--- src/pkg/ltmc_defines.vh ---
/*
  Constants for the LIN transceiver mode controller: mode codes, clock rate,
  synchroniser depth and the bus wake debounce timing.
  Assumes inclusion by bare name from the design files of this block.
*/
`ifndef LTMC_DEFINES_VH
`define LTMC_DEFINES_VH

// Mode codes, 3 bits wide
`define LTMC_MODE_W        3
`define LTMC_MODE_POR      3'h0
`define LTMC_MODE_READY    3'h1
`define LTMC_MODE_OPER     3'h2
`define LTMC_MODE_TXOFF    3'h3
`define LTMC_MODE_PDOWN    3'h4

// Clock period of clk in ns (20 MHz)
`define LTMC_CLK_PERIOD_NS 50

// Synchroniser depth
`define LTMC_SYNC_STAGES   2

// Bus wake debounce time in ns, and its least cycle count (rounded up)
`define LTMC_DEBOUNCE_NS   80000
`define LTMC_DEBOUNCE_CYC  ((`LTMC_DEBOUNCE_NS + `LTMC_CLK_PERIOD_NS - 1) / `LTMC_CLK_PERIOD_NS)
`define LTMC_DEBOUNCE_W    11

// Reset values of the synchronised inputs
`define LTMC_SYNC_RST      10'h000

`endif

--- src/hdl/ltmc_mode_ctrl.v ---
/*
  Operating-mode controller of a LIN transceiver with an on-chip regulator.
  Sequences five modes and gates transmitter, receiver, regulator, wake
  detector, bus pull-up, watchdog enable and the reset output from the mode.
  Assumes threshold flags and pins arrive as plain logic levels, possibly
  asynchronous; the fault/transmit-enable pin is open drain, resolved outside.
  Every decision lags its inputs by the synchroniser depth plus one edge (a bus wake by plus two edges), and
  pulses shorter than one clock may be missed. The host must stop driving the
  fault/transmit-enable pin high while this block pulls it low for a fault.
  The bus wake debounce count must fit the wake detector's counter width.
*/
`include "ltmc_defines.vh"

module ltmc_mode_ctrl #(
  parameter SYNC_STAGES  = `LTMC_SYNC_STAGES,
  parameter DEBOUNCE_CYC = `LTMC_DEBOUNCE_CYC
) (
  // Clock and reset
  input  wire                    clk,
  input  wire                    rst_n,
  // Supply and regulator flags
  input  wire                    battery_below_off,
  input  wire                    battery_above_on,
  input  wire                    regulator_ok,
  input  wire                    regulator_fault,
  input  wire                    internal_fault,
  // Host control pins
  input  wire                    select_wake_input,
  input  wire                    fault_txen_in,
  input  wire                    txd_in,
  // Bus comparators
  input  wire                    lin_bus_dominant,
  input  wire                    bus_below_wake,
  // Fault/transmit-enable open-drain pin drive
  output reg                     fault_txen_out,
  output reg                     fault_txen_oe,
  // Mode and gating outputs
  output reg  [`LTMC_MODE_W-1:0] mode,
  output reg                     digital_rst_n,
  output reg                     reset_out_n,
  output reg                     regulator_enable,
  output reg                     regulator_low_power,
  output reg                     tx_enable,
  output reg                     rx_enable,
  output reg                     wake_detect_enable,
  output reg                     bus_pullup_enable,
  output reg                     watchdog_enable,
  // Bus data
  output reg                     rxd_out,
  output reg                     lin_drive_low
);

  localparam [`LTMC_MODE_W-1:0] M_POR   = `LTMC_MODE_POR;
  localparam [`LTMC_MODE_W-1:0] M_READY = `LTMC_MODE_READY;
  localparam [`LTMC_MODE_W-1:0] M_OPER  = `LTMC_MODE_OPER;
  localparam [`LTMC_MODE_W-1:0] M_TXOFF = `LTMC_MODE_TXOFF;
  localparam [`LTMC_MODE_W-1:0] M_PDOWN = `LTMC_MODE_PDOWN;

  // Bit positions in the synchronised bundle; must match the raw_in order
  localparam I_BAT_LOW = 0;
  localparam I_BAT_ON  = 1;
  localparam I_REG_OK  = 2;
  localparam I_REG_FLT = 3;
  localparam I_INT_FLT = 4;
  localparam I_SEL     = 5;
  localparam I_FTE_PIN = 6;
  localparam I_TXD     = 7;
  localparam I_BUS_DOM = 8;
  localparam I_BUS_WK  = 9;
  localparam N_IN      = 10;

  // Synchronised levels
  wire [N_IN-1:0] raw_in;
  wire [N_IN-1:0] syn;
  wire       s_bat_low;
  wire       s_bat_on;
  wire       s_reg_ok;
  wire       s_reg_flt;
  wire       s_int_flt;
  wire       s_sel;
  wire       s_fte_pin;
  wire       s_txd;
  wire       s_bus_dom;
  wire       s_bus_wk;

  // Derived and registered state
  reg  [`LTMC_MODE_W-1:0] mode_ff;
  reg  [`LTMC_MODE_W-1:0] nxt_mode;
  reg                     sel_prev_ff;
  reg                     fte_prev_ff;
  wire                    fte_eff;
  wire                    sel_fall;
  wire                    fte_fall;
  wire                    bus_wake;
  wire                    go_oper;
  wire                    tx_ok;
  wire                    tx_gate;
  wire                    rx_gate;
  wire                    wake_arm;

  // Gate a transmitter request by the health conditions
  function tx_allowed;
    input [`LTMC_MODE_W-1:0] m;
    input                    reg_ok;
    input                    reg_flt;
    input                    int_flt;
    begin
      tx_allowed = (m == M_OPER) && reg_ok && !reg_flt && !int_flt;
    end
  endfunction

  // Receiver powered in ready, operation and transmitter off
  function rx_on;
    input [`LTMC_MODE_W-1:0] m;
    begin
      rx_on = (m == M_READY) || (m == M_OPER) || (m == M_TXOFF);
    end
  endfunction

  // Watchdog runs in ready and operation only
  function wdog_on;
    input [`LTMC_MODE_W-1:0] m;
    begin
      wdog_on = (m == M_READY) || (m == M_OPER);
    end
  endfunction

  // Regulator in reduced power in ready and transmitter off
  function low_power_on;
    input [`LTMC_MODE_W-1:0] m;
    begin
      low_power_on = (m == M_READY) || (m == M_TXOFF);
    end
  endfunction

  // Bundle the asynchronous inputs for the synchroniser
  assign raw_in = {bus_below_wake, lin_bus_dominant, txd_in, fault_txen_in,
                   select_wake_input, internal_fault, regulator_fault,
                   regulator_ok, battery_above_on, battery_below_off};

  // Two-stage synchroniser on every level
  ltmc_sync #(
    .WIDTH   (N_IN),
    .STAGES  (SYNC_STAGES),
    .RST_VAL (`LTMC_SYNC_RST)
  ) u_sync (
    .clk   (clk),
    .rst_n (rst_n),
    .din   (raw_in),
    .dout  (syn)
  );

  assign s_bat_low = syn[I_BAT_LOW];
  assign s_bat_on  = syn[I_BAT_ON];
  assign s_reg_ok  = syn[I_REG_OK];
  assign s_reg_flt = syn[I_REG_FLT];
  assign s_int_flt = syn[I_INT_FLT];
  assign s_sel     = syn[I_SEL];
  assign s_fte_pin = syn[I_FTE_PIN];
  assign s_txd     = syn[I_TXD];
  assign s_bus_dom = syn[I_BUS_DOM];
  assign s_bus_wk  = syn[I_BUS_WK];

  // Effective fault/txen level: low on pin low or internal fault
  assign fte_eff = s_fte_pin && !s_int_flt;

  // Edge history of the synchronised control pins
  always @(posedge clk or negedge rst_n) begin
    if (!rst_n) begin
      sel_prev_ff <= 1'b0;
      fte_prev_ff <= 1'b0;
    end else begin
      sel_prev_ff <= s_sel;
      fte_prev_ff <= fte_eff;
    end
  end

  assign sel_fall = sel_prev_ff && !s_sel;
  assign fte_fall = fte_prev_ff && !fte_eff;

  // Wake detector only runs in power-down
  assign wake_arm = (mode_ff == M_PDOWN);

  ltmc_wake_det #(
    .CNT_W        (`LTMC_DEBOUNCE_W),
    .DEBOUNCE_CYC (DEBOUNCE_CYC)
  ) u_wake (
    .clk        (clk),
    .rst_n      (rst_n),
    .enable     (wake_arm),
    .below_wake (s_bus_wk),
    .wake_pulse (bus_wake)
  );

  // Entry condition into operation
  assign tx_ok   = !s_reg_flt && s_reg_ok;
  assign go_oper = tx_ok && s_sel && fte_eff && s_txd;

  // Next-mode logic
  always @* begin
    nxt_mode = mode_ff;
    if (s_bat_low) begin
      nxt_mode = M_POR;
    end else begin
      case (mode_ff)
        M_POR: begin
          // Supply good enough to start the regulator
          if (s_bat_on) begin
            nxt_mode = M_READY;
          end
        end
        M_READY: begin
          // Wait for stable regulator and select high
          if (s_reg_ok && s_sel) begin
            if (go_oper) begin
              nxt_mode = M_OPER;
            end else if (!fte_eff) begin
              nxt_mode = M_TXOFF;
            end
          end
        end
        M_OPER: begin
          // Select low wins over a fault/txen drop
          if (sel_fall || !s_sel) begin
            nxt_mode = M_PDOWN;
          end else if (fte_fall || !fte_eff) begin
            nxt_mode = M_TXOFF;
          end
        end
        M_TXOFF: begin
          // Select low first, then a healthy return to operation
          if (!s_sel) begin
            nxt_mode = M_PDOWN;
          end else if (go_oper) begin
            nxt_mode = M_OPER;
          end
        end
        M_PDOWN: begin
          // Remote or local wake both restart through ready
          if (bus_wake || s_sel) begin
            nxt_mode = M_READY;
          end
        end
        default: begin
          // Unused codes fall back to reset
          nxt_mode = M_POR;
        end
      endcase
    end
  end

  // Gates decoded from the next mode, shared by enables and data outputs
  assign rx_gate = rx_on(nxt_mode);
  assign tx_gate = tx_allowed(nxt_mode, s_reg_ok, s_reg_flt, s_int_flt);

  // Mode register
  always @(posedge clk or negedge rst_n) begin
    if (!rst_n) begin
      mode_ff <= M_POR;
    end else begin
      mode_ff <= nxt_mode;
    end
  end

  // Registered gating outputs, decoded from the next mode
  always @(posedge clk or negedge rst_n) begin
    if (!rst_n) begin
      mode                <= M_POR;
      digital_rst_n       <= 1'b0;
      reset_out_n         <= 1'b0;
      regulator_enable    <= 1'b0;
      regulator_low_power <= 1'b0;
      tx_enable           <= 1'b0;
      rx_enable           <= 1'b0;
      wake_detect_enable  <= 1'b0;
      bus_pullup_enable   <= 1'b0;
      watchdog_enable     <= 1'b0;
    end else begin
      mode             <= nxt_mode;
      // Digital section and reset output held in power-on reset
      digital_rst_n    <= (nxt_mode != M_POR);
      reset_out_n      <= (nxt_mode != M_POR) && (nxt_mode != M_PDOWN)
                          && s_reg_ok;
      // Regulator on everywhere except power-on reset and power-down
      regulator_enable <= rx_gate;
      regulator_low_power <= low_power_on(nxt_mode);
      // Transmitter only in healthy operation
      tx_enable        <= tx_gate;
      // Receiver, wake detector, pull-up and watchdog per mode
      rx_enable        <= rx_gate;
      wake_detect_enable <= (nxt_mode == M_PDOWN);
      bus_pullup_enable  <= (nxt_mode == M_OPER);
      watchdog_enable  <= wdog_on(nxt_mode);
    end
  end

  // Bus data path: receive and transmit
  always @(posedge clk or negedge rst_n) begin
    if (!rst_n) begin
      rxd_out       <= 1'b1;
      lin_drive_low <= 1'b0;
    end else begin
      // Receive follows the bus only with receiver on; recessive otherwise
      // Same gates as the enables, so data never lags a mode edge
      rxd_out       <= rx_gate ? !s_bus_dom : 1'b1;
      lin_drive_low <= tx_gate && !s_txd;
    end
  end

  // Open-drain fault indication pulls the pin low during an internal fault
  always @(posedge clk or negedge rst_n) begin
    if (!rst_n) begin
      fault_txen_out <= 1'b0;
      fault_txen_oe  <= 1'b0;
    end else begin
      // Never driven high; the host supplies the high level
      fault_txen_out <= 1'b0;
      fault_txen_oe  <= s_int_flt;
    end
  end

endmodule // ltmc_mode_ctrl

--- src/hdl/ltmc_sync.v ---
/*
  Multi-bit level synchroniser, one chain of flip-flops per bit.
  Assumes every bit is an independent level; no word coherence is implied.
*/
module ltmc_sync #(
  parameter WIDTH   = 1,
  parameter STAGES  = 2,
  parameter RST_VAL = 1'b0
) (
  // Clock and reset
  input  wire             clk,
  input  wire             rst_n,
  // Levels in and out
  input  wire [WIDTH-1:0] din,
  output wire [WIDTH-1:0] dout
);

  genvar g;
  generate
    for (g = 0; g < WIDTH; g = g + 1) begin : g_bit
      reg [STAGES-1:0] chain_ff;
      // Shift chain; only the last stage is seen outside
      always @(posedge clk or negedge rst_n) begin
        if (!rst_n) begin
          chain_ff <= {STAGES{RST_VAL[g]}};
        end else begin
          chain_ff <= {chain_ff[STAGES-2:0], din[g]};
        end
      end
      assign dout[g] = chain_ff[STAGES-1];
    end
  endgenerate

endmodule // ltmc_sync

--- src/hdl/ltmc_wake_det.v ---
/*
  Bus wake detector: a low bus below the wake threshold for at least the
  debounce time, followed by a return above it, gives a one-cycle wake pulse.
  Assumes a synchronised comparator level and an enable high only in power-down.
*/
`include "ltmc_defines.vh"

module ltmc_wake_det #(
  parameter CNT_W        = `LTMC_DEBOUNCE_W,
  parameter DEBOUNCE_CYC = `LTMC_DEBOUNCE_CYC
) (
  // Clock and reset
  input  wire clk,
  input  wire rst_n,
  // Control and comparator level
  input  wire enable,
  input  wire below_wake,
  // Result
  output reg  wake_pulse
);

  localparam [CNT_W-1:0] LIMIT = DEBOUNCE_CYC[CNT_W-1:0];

  reg [CNT_W-1:0] low_cnt_ff;
  reg             armed_ff;
  reg             below_prev_ff;

  // Debounce count of the low phase; the rising edge fires only when armed
  always @(posedge clk or negedge rst_n) begin
    if (!rst_n) begin
      low_cnt_ff    <= {CNT_W{1'b0}};
      armed_ff      <= 1'b0;
      below_prev_ff <= 1'b0;
      wake_pulse    <= 1'b0;
    end else begin
      below_prev_ff <= below_wake;
      wake_pulse    <= 1'b0;
      if (!enable) begin
        low_cnt_ff <= {CNT_W{1'b0}};
        armed_ff   <= 1'b0;
      end else if (below_wake) begin
        if (low_cnt_ff >= LIMIT - 1'b1) begin
          armed_ff <= 1'b1;
        end else begin
          low_cnt_ff <= low_cnt_ff + 1'b1;
        end
      end else begin
        low_cnt_ff <= {CNT_W{1'b0}};
        armed_ff   <= 1'b0;
        if (below_prev_ff && armed_ff) begin
          wake_pulse <= 1'b1;
        end
      end
    end
  end

endmodule // ltmc_wake_det

--- config.mk ---
export PLATFORM = sky130hd
export DESIGN_NAME = ltmc_mode_ctrl
export DESIGN_NICKNAME = d
export VERILOG_FILES = /design/src/hdl/ltmc_mode_ctrl.v /design/src/hdl/ltmc_sync.v /design/src/hdl/ltmc_wake_det.v
export VERILOG_INCLUDE_DIRS = /design/src /design/src/pkg
export SDC_FILE = /design/constraint.sdc
export NUM_CORES = 1
export LEC_CHECK = 0
export ABC_CLOCK_PERIOD_IN_PS = 1730
export BUFFER_PORTS_ARGS = -buffer_cell sky130_fd_sc_hd__buf_2
export CAP_MARGIN = 20
export CORE_ASPECT_RATIO = 0.8
export CORE_MARGIN = 2
export CORE_UTILIZATION = 30
export DETAILED_ROUTE_END_ITERATION = 12
export GPL_ROUTABILITY_DRIVEN = 1
export PLACE_DENSITY_LB_ADDON = 0.25
export SLEW_MARGIN = 20
export SYNTH_ARGS = -nofsm -noshare
export SYNTH_HDL_FRONTEND = slang
export SYNTH_SLANG_ARGS = --single-unit
--- constraint.sdc ---
create_clock -name clk -period 1.73 [get_ports clk]
set_input_delay 0.173 -clock clk [delete_from_list [all_inputs] [get_ports clk]]
set_output_delay 0.173 -clock clk [all_outputs]
set_load 0.01 [all_outputs]
* Word level (Yosys, flattened, before mapping)
Index checks and enable logic that the tools add are counted.
Word-level totals: output and inout port bits 16, bits of input ports 12, logic and storage cells 91, register bits 50
Cells by class: mux-type cells 21, order comparisons 1, add/subtract/negate cells 1, reductions and logical operators 29, equal/unequal tests 11
Operators with widths (number):
- 11-bit two-way mux | 3
- 3-bit two-way mux | 10
- 1-bit logical AND | 15
- 3-bit one-hot mux with 5 select lines | 1
- 3-bit by 2-bit == test with 1-bit output (second input constant) | 4
- 11-bit by 1-bit adder with 11-bit output (second input constant) | 1
- 11-bit greater-or-equal comparator (second input constant) | 1
- 3-bit inequality test (second input constant) | 3
- 1-bit two-way mux | 7
- 3-bit by 1-bit == test with 1-bit output (second input constant) | 2
- 3-bit == test (second input constant) | 2
- 1-bit logical NOT | 6
- 1-bit logical OR | 6
- 3-bit logical NOT | 1
- 3-bit nonzero test | 1

* Depth between registers and ports, before layout
depth in word-level cells 14, depth in mapped cells 5, depth with buffers taken out 5

* By module
A second synthesis with hierarchy kept.
Second synthesis, totals: cells, all modules 151, area, all modules 1869.3 sq um
By module, submodules not included:
- ltmc_wake_det | area each 720.7 sq um, cells an instance 72, times used 1, seq. area each 350.3 sq um
- ltmc_sync | area each 575.6 sq um, cells an instance 30, times used 1, seq. area each 500.5 sq um
- ltmc_mode_ctrl | area each 573.0 sq um, cells an instance 49, times used 1, seq. area each 351.6 sq um

* Worst setup path before layout
OpenSTA, ideal clock, no wires.
kind reg-to-reg, from reg, netlist name mode[1], to reg digital_rst_n, required time 1648 ps, buffers on the path 1, cell stages (with the launch flop) 6, clock period less this slack 1593 ps, library setup time 82 ps, arrival 1512 ps, path slack 137 ps, path through dfrtp_1 > buf_6 > or4b_4 > a211oi_4 > inv_2 > a31oi_2
RTL lines:
- to (signal assigned) | RTL line ltmc_mode_ctrl.v:281 | digital_rst_n <= (nxt_mode != M_POR);
- to (decl) | RTL line ltmc_mode_ctrl.v:39 | output reg digital_rst_n,

==> impl_metrics.py <==
metrics = {
    "yosys": {
        "synthesis.nets": 163,
        "yosysSeqAreaShare_pct": 66.0,
        "syn_inst": 150,
        "ys.warnings.count": 0,
        "synth-edff-count": 0,
        "synthArstFlopShare_pct": 100,
        "synth_area_leaders": "dfrtp_1 (65%), nor2_1 (3.3%), a21oi_1 (3.0%)",
        "syn_avg_cell_area_um2": 12.1,
        "ys_types": 44,
        "synth_top_area_share_pct": 64.6,
        "synth_area_mm2": 0.00182,
        "dominantRegCellSynth": "dfrtp_1",
        "yosysTopAreaCell": "dfrtp_1",
        "synth-seq-cells": 48,
    },
    "clock_tree": {
        "cts_hold_buf": 11,
        "cts_max_level": 2,
        "cts_max_path_buffers": 2,
        "cts_buffers": 5,
        "path_clk_slew_ns": 0.09,
        "clkLatencyLatePin_ns": 0.30,
        "cts_setup_buffers": 0,
        "cts_tree": "built",
        "cts_resized": 0,
        "clock_sinks": 48,
        "clock-root-buffer": "clkbuf_8",
    },
    "drt": {
        "met2_length_mm": 1.24,
        "ant_nets": 0,
        "drtIter0Drc": 70,
        "met1_length_mm": 1.68,
        "post_drt_wl_per_cell_um": 11.3,
        "routed_wl_mm": 3.12,
        "dr_wl_met3_um": 147,
        "drt_pre_antenna_iters": 4,
        "vias_per_cell": 4.41,
        "vias": 1218,
        "top_layer_used": "met4",
        "drcViolationCount": 0,
    },
    "min_path": {
        "hold_path.class": "reg2reg",
    },
    "finish": {
        "diodes": 0,
        "mostFrequentLayoutCell": "dfrtp_1",
        "final_area_mm2": 0.00232,
        "syn_to_final_growth_pct": 27.2,
        "fin_util_pct": 39.4,
        "drive_gt1_share_pct": 22.6,
        "layout_common_cells": "dfrtp_1 (47), buf_2 (26), nor2_1 (16)",
        "fin_nets": 207,
    },
    "floorplan": {
        "start_util_pct": 31.0,
        "dieArea_mm2": 0.00671,
        "dieHeight_um": 73.7,
        "die_width_um": 91.1,
        "core-area_mm2": 0.00588,
        "io_pins": 28,
        "rows": 25,
    },
    "timing": {
        "min_period_ns": 1.56,
        "slew_viol_final": 0,
        "rsz0062_at_grt": "no",
        "skew_ns": 0.00478,
        "fmax_mhz": 640,
        "finalSetupTns_ns": 0,
        "final_hold_viol_count": 0,
        "setup_viol": 0,
        "maxSlewHeadroom_pct": 65.4,
        "final.setup.worst_slack_ns": 0.168,
        "fin_crit_sh_pct": 90.3,
        "worst_pin_slew_ns": 0.505,
    },
    "placed_design": {
        "gp_congestion": 0.843,
        "place_ws_ns": 0.181,
        "dp_hpwl_mm": 2.16,
        "post_dp_cell_area_mm2": 0.00207,
        "port_buffers": 26,
    },
    "power": {
        "leakage_nw": 1.03,
        "p_total_mw": 2.30,
        "vdd_drop_max_mv": 0.456,
        "powerDensity_mw_per_mm2": 992,
    },
    "worst_setup_path": {
        "crit_path_start_kind": "register",
        "r2r_start": "mode[0]",
        "reg2reg_to": "digital_rst_n",
        "end_kind": "register",
        "path_class": "reg2reg",
        "endpoint": "digital_rst_n",
        "critPathRequiredTime_ns": 1.96,
        "reg2reg_depth": 4,
        "cp.arrival_ns": 1.79,
        "critPathLaunch": "mode[0]",
        "path_max_fanout": 7,
        "r2r_setup_slack_ns": 0.17,
    },
    "run": {
        "cap_violations": 0,
    },
    "global_routing": {
        "antenna_found_initial": 0,
        "grt_pass1_wl_mm": 5.54,
        "grt-ovfl-total": 0,
        "grt_max_degree": 49,
        "grt_usage_pct": 10.7,
        "grt_pass1_vias": 1135,
    },
    "run_status": {
        "run_status": "finished clean",
    },
}
-- cell families (layout without fill, tap and decap cells) --
group,Yosys count,after routing,share of synthesized area [%]
adders and majority gates,1,1,0.687
buffers and inverters,10,55,2.89
muxes,2,2,1.10
other,1,1,0.206
xor gates and xnor gates,5,5,2.41
and+or+nand+nor,53,53,14.8
AOI/OAI and AO/OA,30,30,11.8
DFF,48,48,66.0
-- layer usage --
| layer | vias to the layer above | GRT usage (%) |
|---|---|---|
| met1 | 571 | 15.9 |
| met5 | - | 0 |
| met3 | 4 | 2.67 |
| met2 | 30 | 13.9 |
| met4 | 0 | 6.40 |
| li1 | 613 | - |
-- per-stage QoR --
step	hold WS [ns]	std cells
final	0.354	276
after detailed placement	0.180	257
after global placement	0.182	257
after floorplan	-0.123	150
after CTS	0.357	276
after global routing	0.364	276
-- sequential cells by signal, summed over array words and instances (netlist names) --
name,flops
u_sync.g_bit.chain_ff,20
u_wake.low_cnt_ff,11
mode,3
bus_pullup_enable,1
digital_rst_n,1
fault_txen_oe,1
lin_drive_low,1
regulator_low_power,1
reset_out_n,1
rx_enable,1
rxd_out,1
tx_enable,1
u_wake.armed_ff,1
u_wake.below_prev_ff,1
u_wake.wake_pulse,1
wake_detect_enable,1
watchdog_enable,1
-- Yosys cell counts (2+ instances only) --
library cell and instances:
or2_1 2, nand2_1 9, dfrtp_1 47, inv_1 4, nor2_1 16, nor4_1 2, nand2b_1 3, nand3_1 5
buf_4 2, nor3_1 6, xnor2_1 5, a21o_1 2, a21oi_1 11, mux2i_1 2, clkbuf_1 2, or3_1 2
o21ai_0 3
-- where the power goes --
group          switching [mW]  internal (mW)
combinational          0.0815         0.0689
sequential             0.0245           1.17
clock                   0.376          0.582
total                   0.482           1.82
-- worst min path at each step --
stage | start | end | slack [ns] | cells after the start
after floorplan | rst_n | bus_pullup_enable | -0.12 | 0
after global placement | rst_n | u_wake.low_cnt_ff[10] | 0.18 | 2
after detailed placement | rst_n | u_wake.low_cnt_ff[7] | 0.18 | 2
after CTS | u_sync.g_bit[8].chain_ff[0] | u_sync.g_bit[8].chain_ff[1] | 0.36 | 0
after global routing | u_sync.g_bit[6].chain_ff[0] | u_sync.g_bit[6].chain_ff[1] | 0.36 | 0
final | u_sync.g_bit[8].chain_ff[0] | u_sync.g_bit[8].chain_ff[1] | 0.35 | 0
-- critical path: stages, from the launching register on --
cell	delay (ns)
dfrtp_1	0.45
or4b_4	0.58
a211oi_4	0.27
inv_2	0.05
a31oi_2	0.14
-- cell type report --
class	count	area, µm²
Clock buffer	5	68.8
Fill cell	600	3560
Sequential cell	48	1200
Tap cell	81	101
Inverter	5	18.8
Timing Repair Buffer	42	290
Multi-Input combinational cell	92	566
Clock inverter	3	68.8
Note: power is estimated with default switching activity, not from simulation.
